==> src/verilog/monitor_dac_pkg.sv <==
package monitor_dac_pkg;

    // ==================================================================
    // Register map
    // ==================================================================
    localparam logic [11:0] CH1_CTRL_OFFSET = 12'h0f4;
    localparam logic [11:0] CH2_CTRL_OFFSET = 12'h0f6;

    // ==================================================================
    // Channel one field positions
    // ==================================================================
    localparam int CH1_PTR_LSB   = 0;
    localparam int CH1_PTR_W     = 12;
    localparam int CH1_POL_BIT   = 12;
    localparam int CH1_GAIN_LSB  = 13;
    localparam int CH1_SHIFT_LSB = 17;

    // ==================================================================
    // Channel two field positions
    // ==================================================================
    localparam int CH2_PTR_LSB   = 0;
    localparam int CH2_PTR_W     = 14;
    localparam int CH2_POL_BIT   = 14;
    localparam int CH2_GAIN_LSB  = 15;
    localparam int CH2_SHIFT_LSB = 19;

    // ==================================================================
    // Common widths and reset values
    // ==================================================================
    localparam int          PTR_W       = 14;
    localparam int          FIELD_W     = 4;
    localparam logic [3:0]  GAIN_RESET  = 4'h8;
    localparam logic [3:0]  SHIFT_RESET = 4'h8;
    localparam logic [3:0]  GAIN_ENUM   = 4'h0;
    localparam int          GAIN_FRAC   = 3;
    localparam int          ENUM_W      = 5;
    localparam int          VAR_W       = 16;
    localparam int          CODE_W      = 12;

    // ==================================================================
    // Per-unit scaling: 1 pu is 2^15 in the variable format
    // ==================================================================
    localparam logic signed [31:0] PU_POS   = 32'sh00007fff;
    localparam logic signed [31:0] PU_NEG   = -32'sh00008000;
    localparam logic signed [31:0] PU_ZERO  = 32'sh00000000;
    localparam logic signed [31:0] PU_BIAS  = 32'sh00008000;
    localparam int                 UNI_DROP = 3;
    localparam int                 BIP_DROP = 4;

    // ==================================================================
    // Channel configuration carrier
    // ==================================================================
    typedef struct packed {
        logic [3:0]       shift;
        logic [3:0]       gain;
        logic             unipolar;
        logic [PTR_W-1:0] pointer;
    } monitor_cfg_type;

    localparam monitor_cfg_type CFG_RESET = '{
        shift:    SHIFT_RESET,
        gain:     GAIN_RESET,
        unipolar: 1'b0,
        pointer:  '0
    };

endpackage

==> src/verilog/variable_monitor_dac_config.sv <==
module variable_monitor_dac_config (
    // Clock and reset
    input  wire logic                                clk_sys_in,
    input  wire logic                                rst_n_in,
    // Register port from the serial interface engine
    input  wire logic [11:0]                         reg_addr_in,
    input  wire logic                                reg_wr_in,
    input  wire logic [31:0]                         reg_wdata_in,
    output logic      [31:0]                         reg_rdata_out,
    // Variable table fetch
    output logic      [monitor_dac_pkg::PTR_W-1:0]   var_addr_one_out,
    output logic      [monitor_dac_pkg::PTR_W-1:0]   var_addr_two_out,
    input  wire logic [monitor_dac_pkg::VAR_W-1:0]   var_data_one_in,
    input  wire logic [monitor_dac_pkg::VAR_W-1:0]   var_data_two_in,
    // Converter codes for the monitor pins
    output logic      [monitor_dac_pkg::CODE_W-1:0]  analog_monitor_out_one,
    output logic      [monitor_dac_pkg::CODE_W-1:0]  analog_monitor_out_two
);

    // ==================================================================
    // Scaling and voltage mapping
    // ==================================================================
    function automatic logic [monitor_dac_pkg::CODE_W-1:0] map_code(
        input logic [monitor_dac_pkg::VAR_W-1:0] raw,
        input monitor_dac_pkg::monitor_cfg_type  cfg
    );
        logic signed [31:0] prod;
        logic signed [31:0] scaled;
        logic signed [31:0] biased;
        prod   = 32'sh0;
        scaled = 32'sh0;
        biased = 32'sh0;
        if (cfg.gain != monitor_dac_pkg::GAIN_ENUM) begin
            // Linear gain in eighths, sign kept
            prod   = $signed({{16{raw[15]}}, raw}) * $signed({28'h0, cfg.gain});
            scaled = prod >>> monitor_dac_pkg::GAIN_FRAC;
        end else begin
            // Enumeration, 0..31, raised by the power-of-two shift
            scaled = $signed({27'h0, raw[monitor_dac_pkg::ENUM_W-1:0]}) <<< cfg.shift;
        end
        if (cfg.unipolar) begin
            // 0 pu at bottom of range, 1 pu at top
            if (scaled < monitor_dac_pkg::PU_ZERO) begin
                biased = monitor_dac_pkg::PU_ZERO;
            end else if (scaled > monitor_dac_pkg::PU_POS) begin
                biased = monitor_dac_pkg::PU_POS;
            end else begin
                biased = scaled;
            end
            map_code = biased[monitor_dac_pkg::UNI_DROP +: monitor_dac_pkg::CODE_W];
        end else begin
            // -1 pu at bottom, +1 pu at top, zero at mid-scale
            if (scaled < monitor_dac_pkg::PU_NEG) begin
                biased = monitor_dac_pkg::PU_NEG;
            end else if (scaled > monitor_dac_pkg::PU_POS) begin
                biased = monitor_dac_pkg::PU_POS;
            end else begin
                biased = scaled;
            end
            biased   = biased + monitor_dac_pkg::PU_BIAS;
            map_code = biased[monitor_dac_pkg::BIP_DROP +: monitor_dac_pkg::CODE_W];
        end
    endfunction

    // ==================================================================
    // Configuration registers
    // ==================================================================
    monitor_dac_pkg::monitor_cfg_type cfg_one_reg;
    monitor_dac_pkg::monitor_cfg_type cfg_one_next;
    monitor_dac_pkg::monitor_cfg_type cfg_two_reg;
    monitor_dac_pkg::monitor_cfg_type cfg_two_next;
    logic                             hit_one;
    logic                             hit_two;

    // Address decode and field unpacking on write
    always_comb begin
        hit_one      = (reg_addr_in == monitor_dac_pkg::CH1_CTRL_OFFSET);
        hit_two      = (reg_addr_in == monitor_dac_pkg::CH2_CTRL_OFFSET);
        cfg_one_next = cfg_one_reg;
        cfg_two_next = cfg_two_reg;
        if (reg_wr_in && hit_one) begin
            cfg_one_next.pointer  = {2'b00,
                reg_wdata_in[monitor_dac_pkg::CH1_PTR_LSB +: monitor_dac_pkg::CH1_PTR_W]};
            cfg_one_next.unipolar = reg_wdata_in[monitor_dac_pkg::CH1_POL_BIT];
            cfg_one_next.gain     =
                reg_wdata_in[monitor_dac_pkg::CH1_GAIN_LSB +: monitor_dac_pkg::FIELD_W];
            cfg_one_next.shift    =
                reg_wdata_in[monitor_dac_pkg::CH1_SHIFT_LSB +: monitor_dac_pkg::FIELD_W];
        end
        if (reg_wr_in && hit_two) begin
            cfg_two_next.pointer  =
                reg_wdata_in[monitor_dac_pkg::CH2_PTR_LSB +: monitor_dac_pkg::CH2_PTR_W];
            cfg_two_next.unipolar = reg_wdata_in[monitor_dac_pkg::CH2_POL_BIT];
            cfg_two_next.gain     =
                reg_wdata_in[monitor_dac_pkg::CH2_GAIN_LSB +: monitor_dac_pkg::FIELD_W];
            cfg_two_next.shift    =
                reg_wdata_in[monitor_dac_pkg::CH2_SHIFT_LSB +: monitor_dac_pkg::FIELD_W];
        end
    end

    // Register the configuration
    always_ff @(posedge clk_sys_in or negedge rst_n_in) begin
        if (!rst_n_in) begin
            cfg_one_reg <= monitor_dac_pkg::CFG_RESET;
            cfg_two_reg <= monitor_dac_pkg::CFG_RESET;
        end else begin
            cfg_one_reg <= cfg_one_next;
            cfg_two_reg <= cfg_two_next;
        end
    end

    // ==================================================================
    // Read-back path, combinational on the current address
    // ==================================================================
    always_comb begin
        reg_rdata_out = 32'h0;                           // Reserved and unmapped read zero
        if (hit_one) begin
            reg_rdata_out[monitor_dac_pkg::CH1_PTR_LSB +: monitor_dac_pkg::CH1_PTR_W] =
                cfg_one_reg.pointer[monitor_dac_pkg::CH1_PTR_W-1:0];
            reg_rdata_out[monitor_dac_pkg::CH1_POL_BIT] = cfg_one_reg.unipolar;
            reg_rdata_out[monitor_dac_pkg::CH1_GAIN_LSB +: monitor_dac_pkg::FIELD_W] =
                cfg_one_reg.gain;
            reg_rdata_out[monitor_dac_pkg::CH1_SHIFT_LSB +: monitor_dac_pkg::FIELD_W] =
                cfg_one_reg.shift;                       // Bits 31..21 stay zero
        end else if (hit_two) begin
            reg_rdata_out[monitor_dac_pkg::CH2_PTR_LSB +: monitor_dac_pkg::CH2_PTR_W] =
                cfg_two_reg.pointer;
            reg_rdata_out[monitor_dac_pkg::CH2_POL_BIT] = cfg_two_reg.unipolar;
            reg_rdata_out[monitor_dac_pkg::CH2_GAIN_LSB +: monitor_dac_pkg::FIELD_W] =
                cfg_two_reg.gain;
            reg_rdata_out[monitor_dac_pkg::CH2_SHIFT_LSB +: monitor_dac_pkg::FIELD_W] =
                cfg_two_reg.shift;
        end
    end

    // ==================================================================
    // Variable fetch and output codes
    // ==================================================================
    logic [monitor_dac_pkg::CODE_W-1:0] code_one_reg;
    logic [monitor_dac_pkg::CODE_W-1:0] code_one_next;
    logic [monitor_dac_pkg::CODE_W-1:0] code_two_reg;
    logic [monitor_dac_pkg::CODE_W-1:0] code_two_next;

    // Pointers drive the table address directly
    assign var_addr_one_out = cfg_one_reg.pointer;
    assign var_addr_two_out = cfg_two_reg.pointer;

    // Next converter codes from the fetched variables
    always_comb begin
        code_one_next = map_code(var_data_one_in, cfg_one_reg);
        code_two_next = map_code(var_data_two_in, cfg_two_reg);
    end

    // Register the codes so the pins see clean data
    always_ff @(posedge clk_sys_in or negedge rst_n_in) begin
        if (!rst_n_in) begin
            code_one_reg <= '0;
            code_two_reg <= '0;
        end else begin
            code_one_reg <= code_one_next;
            code_two_reg <= code_two_next;
        end
    end

    assign analog_monitor_out_one = code_one_reg;
    assign analog_monitor_out_two = code_two_reg;

endmodule // variable_monitor_dac_config

==> config.mk <==
export PLATFORM = sky130hd
export DESIGN_NAME = variable_monitor_dac_config
export DESIGN_NICKNAME = d
export VERILOG_FILES = /design/src/verilog/monitor_dac_pkg.sv /design/src/verilog/variable_monitor_dac_config.sv
export SDC_FILE = /design/constraint.sdc
export NUM_CORES = 1
export LEC_CHECK = 0
export BUFFER_PORTS_ARGS = -buffer_cell sky130_fd_sc_hd__buf_2
export CAP_MARGIN = 5
export CORE_MARGIN = 3
export CORE_UTILIZATION = 58
export CTS_CLUSTER_DIAMETER = 200
export DETAILED_ROUTE_END_ITERATION = 10
export PLACE_DENSITY_LB_ADDON = 0.08
export REMOVE_ABC_BUFFERS = 1
export SLEW_MARGIN = 20
export SYNTH_ARGS = -nofsm -noshare
export SYNTH_HDL_FRONTEND = slang
export SYNTH_SLANG_ARGS = --single-unit
export TNS_END_PERCENT = 100
==> constraint.sdc <==
create_clock -name clk_sys_in -period 5.6 [get_ports clk_sys_in]
set_input_delay 0.56 -clock clk_sys_in [delete_from_list [all_inputs] [get_ports clk_sys_in]]
set_output_delay 0.56 -clock clk_sys_in [all_outputs]
set_load 0.02 [all_outputs]
Yosys cells after proc, flatten, opt, wreduce, memory -nomap -nowiden
Index checks and enable logic that the tools add are counted.
{ "totals": {"ff_bits": 68, "latchBits": 0, "ram_bits": 0, "rom_bits": 0, "input_bits": 79, "out_inout_bits": 84, "word_cells": 43, "n_memories": 0} }
{ "op_classes": {"add_sub_neg": 2, "multipliers": 2, "div_mod_pow": 0, "n_lt_le_gt_ge": 6, "eq_ne": 2, "shift": 2, "mux": 15, "bitwise_logic": 0, "reduce_logical": 4} }
{ "op_table": {"columns": ["cell", "n"], "rows": [
  ["two-way mux 16 bit", 6],
  ["> comparator 32 x 16 -> 1 bit, second input constant", 2],
  ["less-than comparator 32 x 1 -> 1 bit, second input constant", 2],
  ["less-than comparator 32 x 16 -> 1 bit, second input constant", 2],
  ["two-way mux 32 bit", 2],
  ["<<< shifter 6 x 4 -> 32 bit", 2],
  ["multiplier 16 x 5 -> 21 bit", 2],
  ["adder 16 bit, second input constant", 2],
  ["two-way mux 15 bit", 2],
  ["== test 12 x 8 -> 1 bit, second input constant", 2],
  ["two-way mux 12 bit", 2],
  ["two-way mux 23 bit", 1],
  ["two-way mux 21 bit", 1],
  ["nonzero test 4 bit", 2],
  ["logical AND 1 bit", 2],
  ["two-way mux 2 bit", 1]
]} }

Logic depth before layout (Yosys ltp)
{ "depth": {"depth_word": 8, "depth_mapped": 19, "mapped_depth_nobuf": 16} }

Worst setup path before layout
Ideal clock, no wire load.
{ "synth_path": {"kind": "flip-flop to flip-flop", "startpoint": "register cfg_two_reg[18] (netlist bit)", "endpoint": "register code_two_reg, in the netlist analog_monitor_out_two[6]", "setup_ns": 0.141, "t_arrival_ns": 4.766, "required_ns": 5.459, "path_slack_ns": 0.693, "stages_incl_launch_ff": 19, "n_path_buf": 3, "synth_period_minus_slack_ns": 4.907, "path_cell_list": "dfstp_2 > clkbuf_1 > clkbuf_1 > and2_1 > ha_1 > fa_1 > inv_1 > fa_1 > inv_1 > ha_1 > o21a_1 > o21ai_1 > a211oi_2 > o31ai_1 > nor4_1 > or4_4 > o31ai_4 > buf_6 > o221ai_1"} }
{ "synth_via": {"elab_chain_cells": 8, "elab_cells_between_ends": 12, "cone_classes": "1 x add/sub; 1 x mul; 3 x order compare; 6 x mux; 1 x reduce/logical"} }
{ "synth_rtl": {"columns": ["item", "line", "rtl"], "rows": [
  ["start, declared", "variable_monitor_dac_config.sv:70", "monitor_dac_pkg::monitor_cfg_type cfg_two_reg;"],
  ["start signal, assigned", "variable_monitor_dac_config.sv:105", "cfg_two_reg <= monitor_dac_pkg::CFG_RESET;"],
  ["start signal, assigned", "variable_monitor_dac_config.sv:108", "cfg_two_reg <= cfg_two_next;"],
  ["multiplier 16 x 5 -> 21 bit or nonzero test 4 bit (tied branches)", "variable_monitor_dac_config.sv:35, variable_monitor_dac_config.sv:33", null],
  ["two-way mux 32 bit (*)", "variable_monitor_dac_config.sv:33", "if (cfg.gain != monitor_dac_pkg::GAIN_ENUM) begin"],
  ["> comparator 32 x 16 -> 1 bit", "variable_monitor_dac_config.sv:45, variable_monitor_dac_config.sv:55", null],
  ["two-way mux 16 bit", "variable_monitor_dac_config.sv:45", "end else if (scaled > monitor_dac_pkg::PU_POS) begin"],
  ["two-way mux 16 bit", "variable_monitor_dac_config.sv:53", "if (scaled < monitor_dac_pkg::PU_NEG) begin"],
  ["two-way mux 16 bit", "variable_monitor_dac_config.sv:41", "if (cfg.unipolar) begin"],
  ["adder 16 bit", "variable_monitor_dac_config.sv:60", "biased = biased + monitor_dac_pkg::PU_BIAS;"],
  ["two-way mux 12 bit (*)", "variable_monitor_dac_config.sv:41", null],
  ["named net code_two_next, one bit", "variable_monitor_dac_config.sv:142", "logic [monitor_dac_pkg::CODE_W-1:0] code_two_next;"],
  ["end signal, assigned", "variable_monitor_dac_config.sv:161", "code_two_reg <= code_two_next;"],
  ["end, declared", "variable_monitor_dac_config.sv:141", "logic [monitor_dac_pkg::CODE_W-1:0] code_two_reg;"]
]} }
Mark *: on every way through the listed nets, which the timed path passes. The rest lies on a longest branch. The select of a mux whose other input is x is not followed.
A chain may end at the register's enable or synchronous reset.

Worst setup path in the final report
{ "layout_path": {"startpoint": "register cfg_two_reg[18] (netlist bit)", "endpoint": "register code_two_reg, in the netlist analog_monitor_out_two[10]"} }
The elaborated chain is that of the path after synthesis.

==> metrics.md <==
| Metric | Value |
|---|---|
| Kind of start point of the critical path | register |
| Die X-Extent | 130 µm |
| Detailed-route via count | 7197 |
| Post-Syn Area | 8860 µm² |
| Transition time at the pin with the least slew margin | 0.841 ns |
| FF-to-FF setup slack | 0.36 ns |
| Overall track demand over capacity in global routing | 23.8% |
| Arrival time of data at the critical path endpoint | 5.40 ns |
| Area used by multi-input combinational logic | 6170 µm² |
| Fraction of layout cells with a size suffix above 1 | 20.9% |
| CTS tree | yes |
| Hold crit path type | primary input to async pin |
| Post-synth top area cell | dfrtp_1 |
| Count of cell types in the netlist | 68 |
| CP max FO | 20 |
| # DRC | 0 |
| Number of primary I/O pins | 163 |
| Status | finished, final reports clean |
| Maximum number of pins on one net before global-route repair | 69 |
| Post-synthesis instance total | 1023 |
| Time the worst path needs with I/O delays and setup | 5.24 ns |
| Reg clk slew, reported paths | 0.05 ns |
| Number of nets with antenna violations after routing | 0 |
| CP Cell Sequence | and2_1 -> ha_1 -> fa_1 -> inv_1 -> fa_1 -> inv_1 -> ha_1 -> o21a_1 -> o21ai_1 -> a211oi_2 -> o31ai_1 -> nor4_1 -> or4_4 -> o31ai_4 -> o311ai_0 |
| Area fraction of the dominant cell type after synthesis | 18.1% |
| Share of synthesized area occupied by flip-flops and latches | 19.3% |
| Total of hold buffers inserted after clock tree synthesis | 0 |
| Peak Freq | 191 MHz |
| Max-slew violation count | 0 |
| Average vias per placed instance | 5.50 |
| Max-slew headroom | 44.0% |
| Skew-Pair Late Insertion Delay | 0.32 ns |
| Synth-to-layout area growth | 10.2% |
| Final period util | 93.6% |
| Post_cts resized | 0 |
| # Max-Cap Violations | 0 |
| Kind of end point of the critical path | register |
| Height of the chip | 130 µm |
| FF-to-FF path depth | 15 |
| Top post-synthesis cells by area | dfrtp_1 18%, fa_1 15%, ha_1 11%, and2_1 7.0%, inv_1 6.3% |
| Clock tree sinks | 68 |
| Global-route wire length before repair | 32900 µm |
| Initial antenna violation count | 2 |
| Initial core utilization | 60.0% |
| Placement Rows | 44 |
| Number of global-route vias before repair | 7104 |
| Yosys synthesis warning count | 0 |
| Half-perimeter wire length of the detailed placement result | 15800 µm |
| Crit path max-delay cell type | dfstp_2 |
| Flip-flop count of the largest register after layout | 14 |
| CTS Buf Count | 9 |
| Most used flip-flop cell after synthesis | dfrtp_1 |
| NumNets Final | 1337 |
| Bufs on Longest Clock Path | 2 |
| Leakage component of the power | 0.00543 µW |
| Unrepaired setup endpoints after global routing | no |
| Aggregate negative setup slack | 0 ns |
| Critical path class | register to register |
| Average size of a mapped cell | 8.66 µm² |
| Clk Tree Root Cell | clkbuf_16 |
| Worst Path Buf+Inv | 2 |
| Post-synthesis sequential element count | 68 |
| Number of endpoints with negative hold slack in the final report | 0 |
| Average routed wire per standard cell | 15.1 µm |
| CP required | 5.76 ns |
| First-pass detailed-route iteration total | 5 |
| Utilization after layout | 66.2% |
| Maximum level of the CTS H-tree | 3 |
| Worst IR drop on VDD | 0.186 mV |
| Total power per unit cell area | 114 nW/µm² |
| Overall Power | 1120 µW |
| Buffers on Ports | 142 |
| Total of endpoints with negative setup slack in the final report | 0 |
| Number of DRC violations after detailed-routing iteration 0 | 388 |
| Beginning of the worst register-to-register path | cfg_two_reg[18] |
| Reg-to-reg endpoint | analog_monitor_out_two[10] |
| Die area | 16800 µm² |
| Largest delay share family, worst path | compound AO/OA/AOI/OAI gates |
| EDFF count, synth | 0 |
| Setup clock skew after layout | 0.00545 ns |
| Final RePlAce weighted congestion | 0.855 |
| Filler cell count | 1322 |
| Standard cell core area | 14800 µm² |
| Worst Hold Slack | 0.415 ns |
| Leftover overflow at the end of global routing | 0 |
| Register area | 1710 µm² |
| Slowest cell delay on critical path | 0.76 ns |
| Fraction of registers with async set/reset | 100% |
| Buffers inserted during post-CTS setup optimization | 0 |
| Total routed wirelength | 19700 µm |
==> cells in the final DEF (no fill, tap or decap), drive strengths merged, types with 5 or more instances in the layout <==
| cell | count |
|---|---|
| xnor2 | 21 |
| a22oi | 5 |
| xor2 | 11 |
| clkinv | 5 |
| o21a | 8 |
| and2 | 99 |
| mux2 | 49 |
| nand2 | 74 |
| a211oi | 8 |
| a31oi | 7 |
| o311ai | 7 |
| conb | 11 |
| nand3 | 18 |
| o21ai | 27 |
| dfrtp | 64 |
| a21oi | 49 |
| mux2i | 30 |
| ha | 76 |
| buf | 155 |
| nor2 | 59 |
| o221ai | 12 |
| nand2b | 8 |
| inv | 148 |
| nor3 | 5 |
| clkbuf | 10 |
| a21o | 13 |
| fa | 66 |
| o211ai | 6 |
==> through the flow <==
stage	instance area, µm²	setup slack, ns	instances
2_1_floorplan	8430	0.816	950
3_5_place_dp	9460	0.371	1288
4_1_cts	9740	0.351	1304
3_3_place_gp	9460	0.432	1288
6_report	9760	0.360	1308
5_1_grt	9760	0.0852	1307
==> area by class of cell <==
type / count / area share, %
diodes: 3 / 0.0769
multi-input cells: 734 / 63.2
clock inverters: 6 / 0.410
flip-flops and latches: 68 / 17.5
well taps: 184 / 2.36
clock buffers: 10 / 2.45
inverters: 148 / 5.69
repair buffers: 155 / 8.35
==> power by group <==
group | internal [µW] | total, µW | switching, µW
clock network | 310 | 511 | 201
logic | 39.5 | 107 | 67.5
registers | 495 | 499 | 3.43
total | 845 | 1120 | 272
==> how the worst max path moves through the flow <==
stage / from / to / slack [ns] / cells after the start
6_report: cfg_two_reg[18] / analog_monitor_out_two[10] / 0.36 / 15
5_1_grt: cfg_two_reg[18] / analog_monitor_out_two[6] / 0.09 / 15
4_1_cts: cfg_two_reg[18] / analog_monitor_out_two[10] / 0.35 / 15
3_5_place_dp: cfg_two_reg[18] / analog_monitor_out_two[10] / 0.37 / 15
3_3_place_gp: var_data_two_in[3] / analog_monitor_out_two[6] / 0.43 / 16
2_1_floorplan: var_data_two_in[3] / analog_monitor_out_two[3] / 0.82 / 15
==> logic make-up after synthesis <==
kind of cell               after synthesis  share of synthesized area, %
AOI/OAI and AO/OA                      179                          13.9
xor gates and xnor gates                32                          3.16
adders and majority gates              142                          25.6
buffers and inverters                  231                          11.6
DFF                                     68                          19.3
muxes                                   79                          9.62
other                                    1                        0.0423
and+or+nand+nor                        291                          16.8
==> worst register-to-register path, stage by stage (launching register included) <==
cell and delay [ns]:
dfstp_2 0.76, and2_1 0.20, ha_1 0.24, fa_1 0.54, inv_1 0.06, fa_1 0.53, inv_1 0.05, ha_1 0.33
o21a_1 0.18, o21ai_1 0.24, a211oi_2 0.11, o31ai_1 0.44, nor4_1 0.11, or4_4 0.58, o31ai_4 0.49, o311ai_0 0.24
==> cells in the mapped netlist (4+ instances only) <==
library cell,instances
a221o_1,4
a21o_1,13
xor2_1,11
nand2_1,74
xnor2_1,21
nand2b_1,8
nand3_1,18
o311ai_1,6
fa_1,66
o21bai_1,4
dfstp_2,4
a22oi_1,5
clkbuf_1,38
nor4_1,4
mux2_2,49
dfrtp_1,64
a31oi_1,7
nor2_1,59
o221ai_1,12
a211oi_1,7
o21ai_0,24
buf_4,40
a21oi_1,48
nor3_1,5
o211ai_1,6
mux2i_1,30
and2_1,99
o21a_1,8
ha_1,76
inv_1,148
==> routing by layer <==
layer	track usage, %	part of all wire [%]
met3	3.67	3.6
met4	5.99	2.2
met5	0	0
met1	28.5	40
met2	44.6	54
Note: power is estimated with default switching activity, not from simulation.
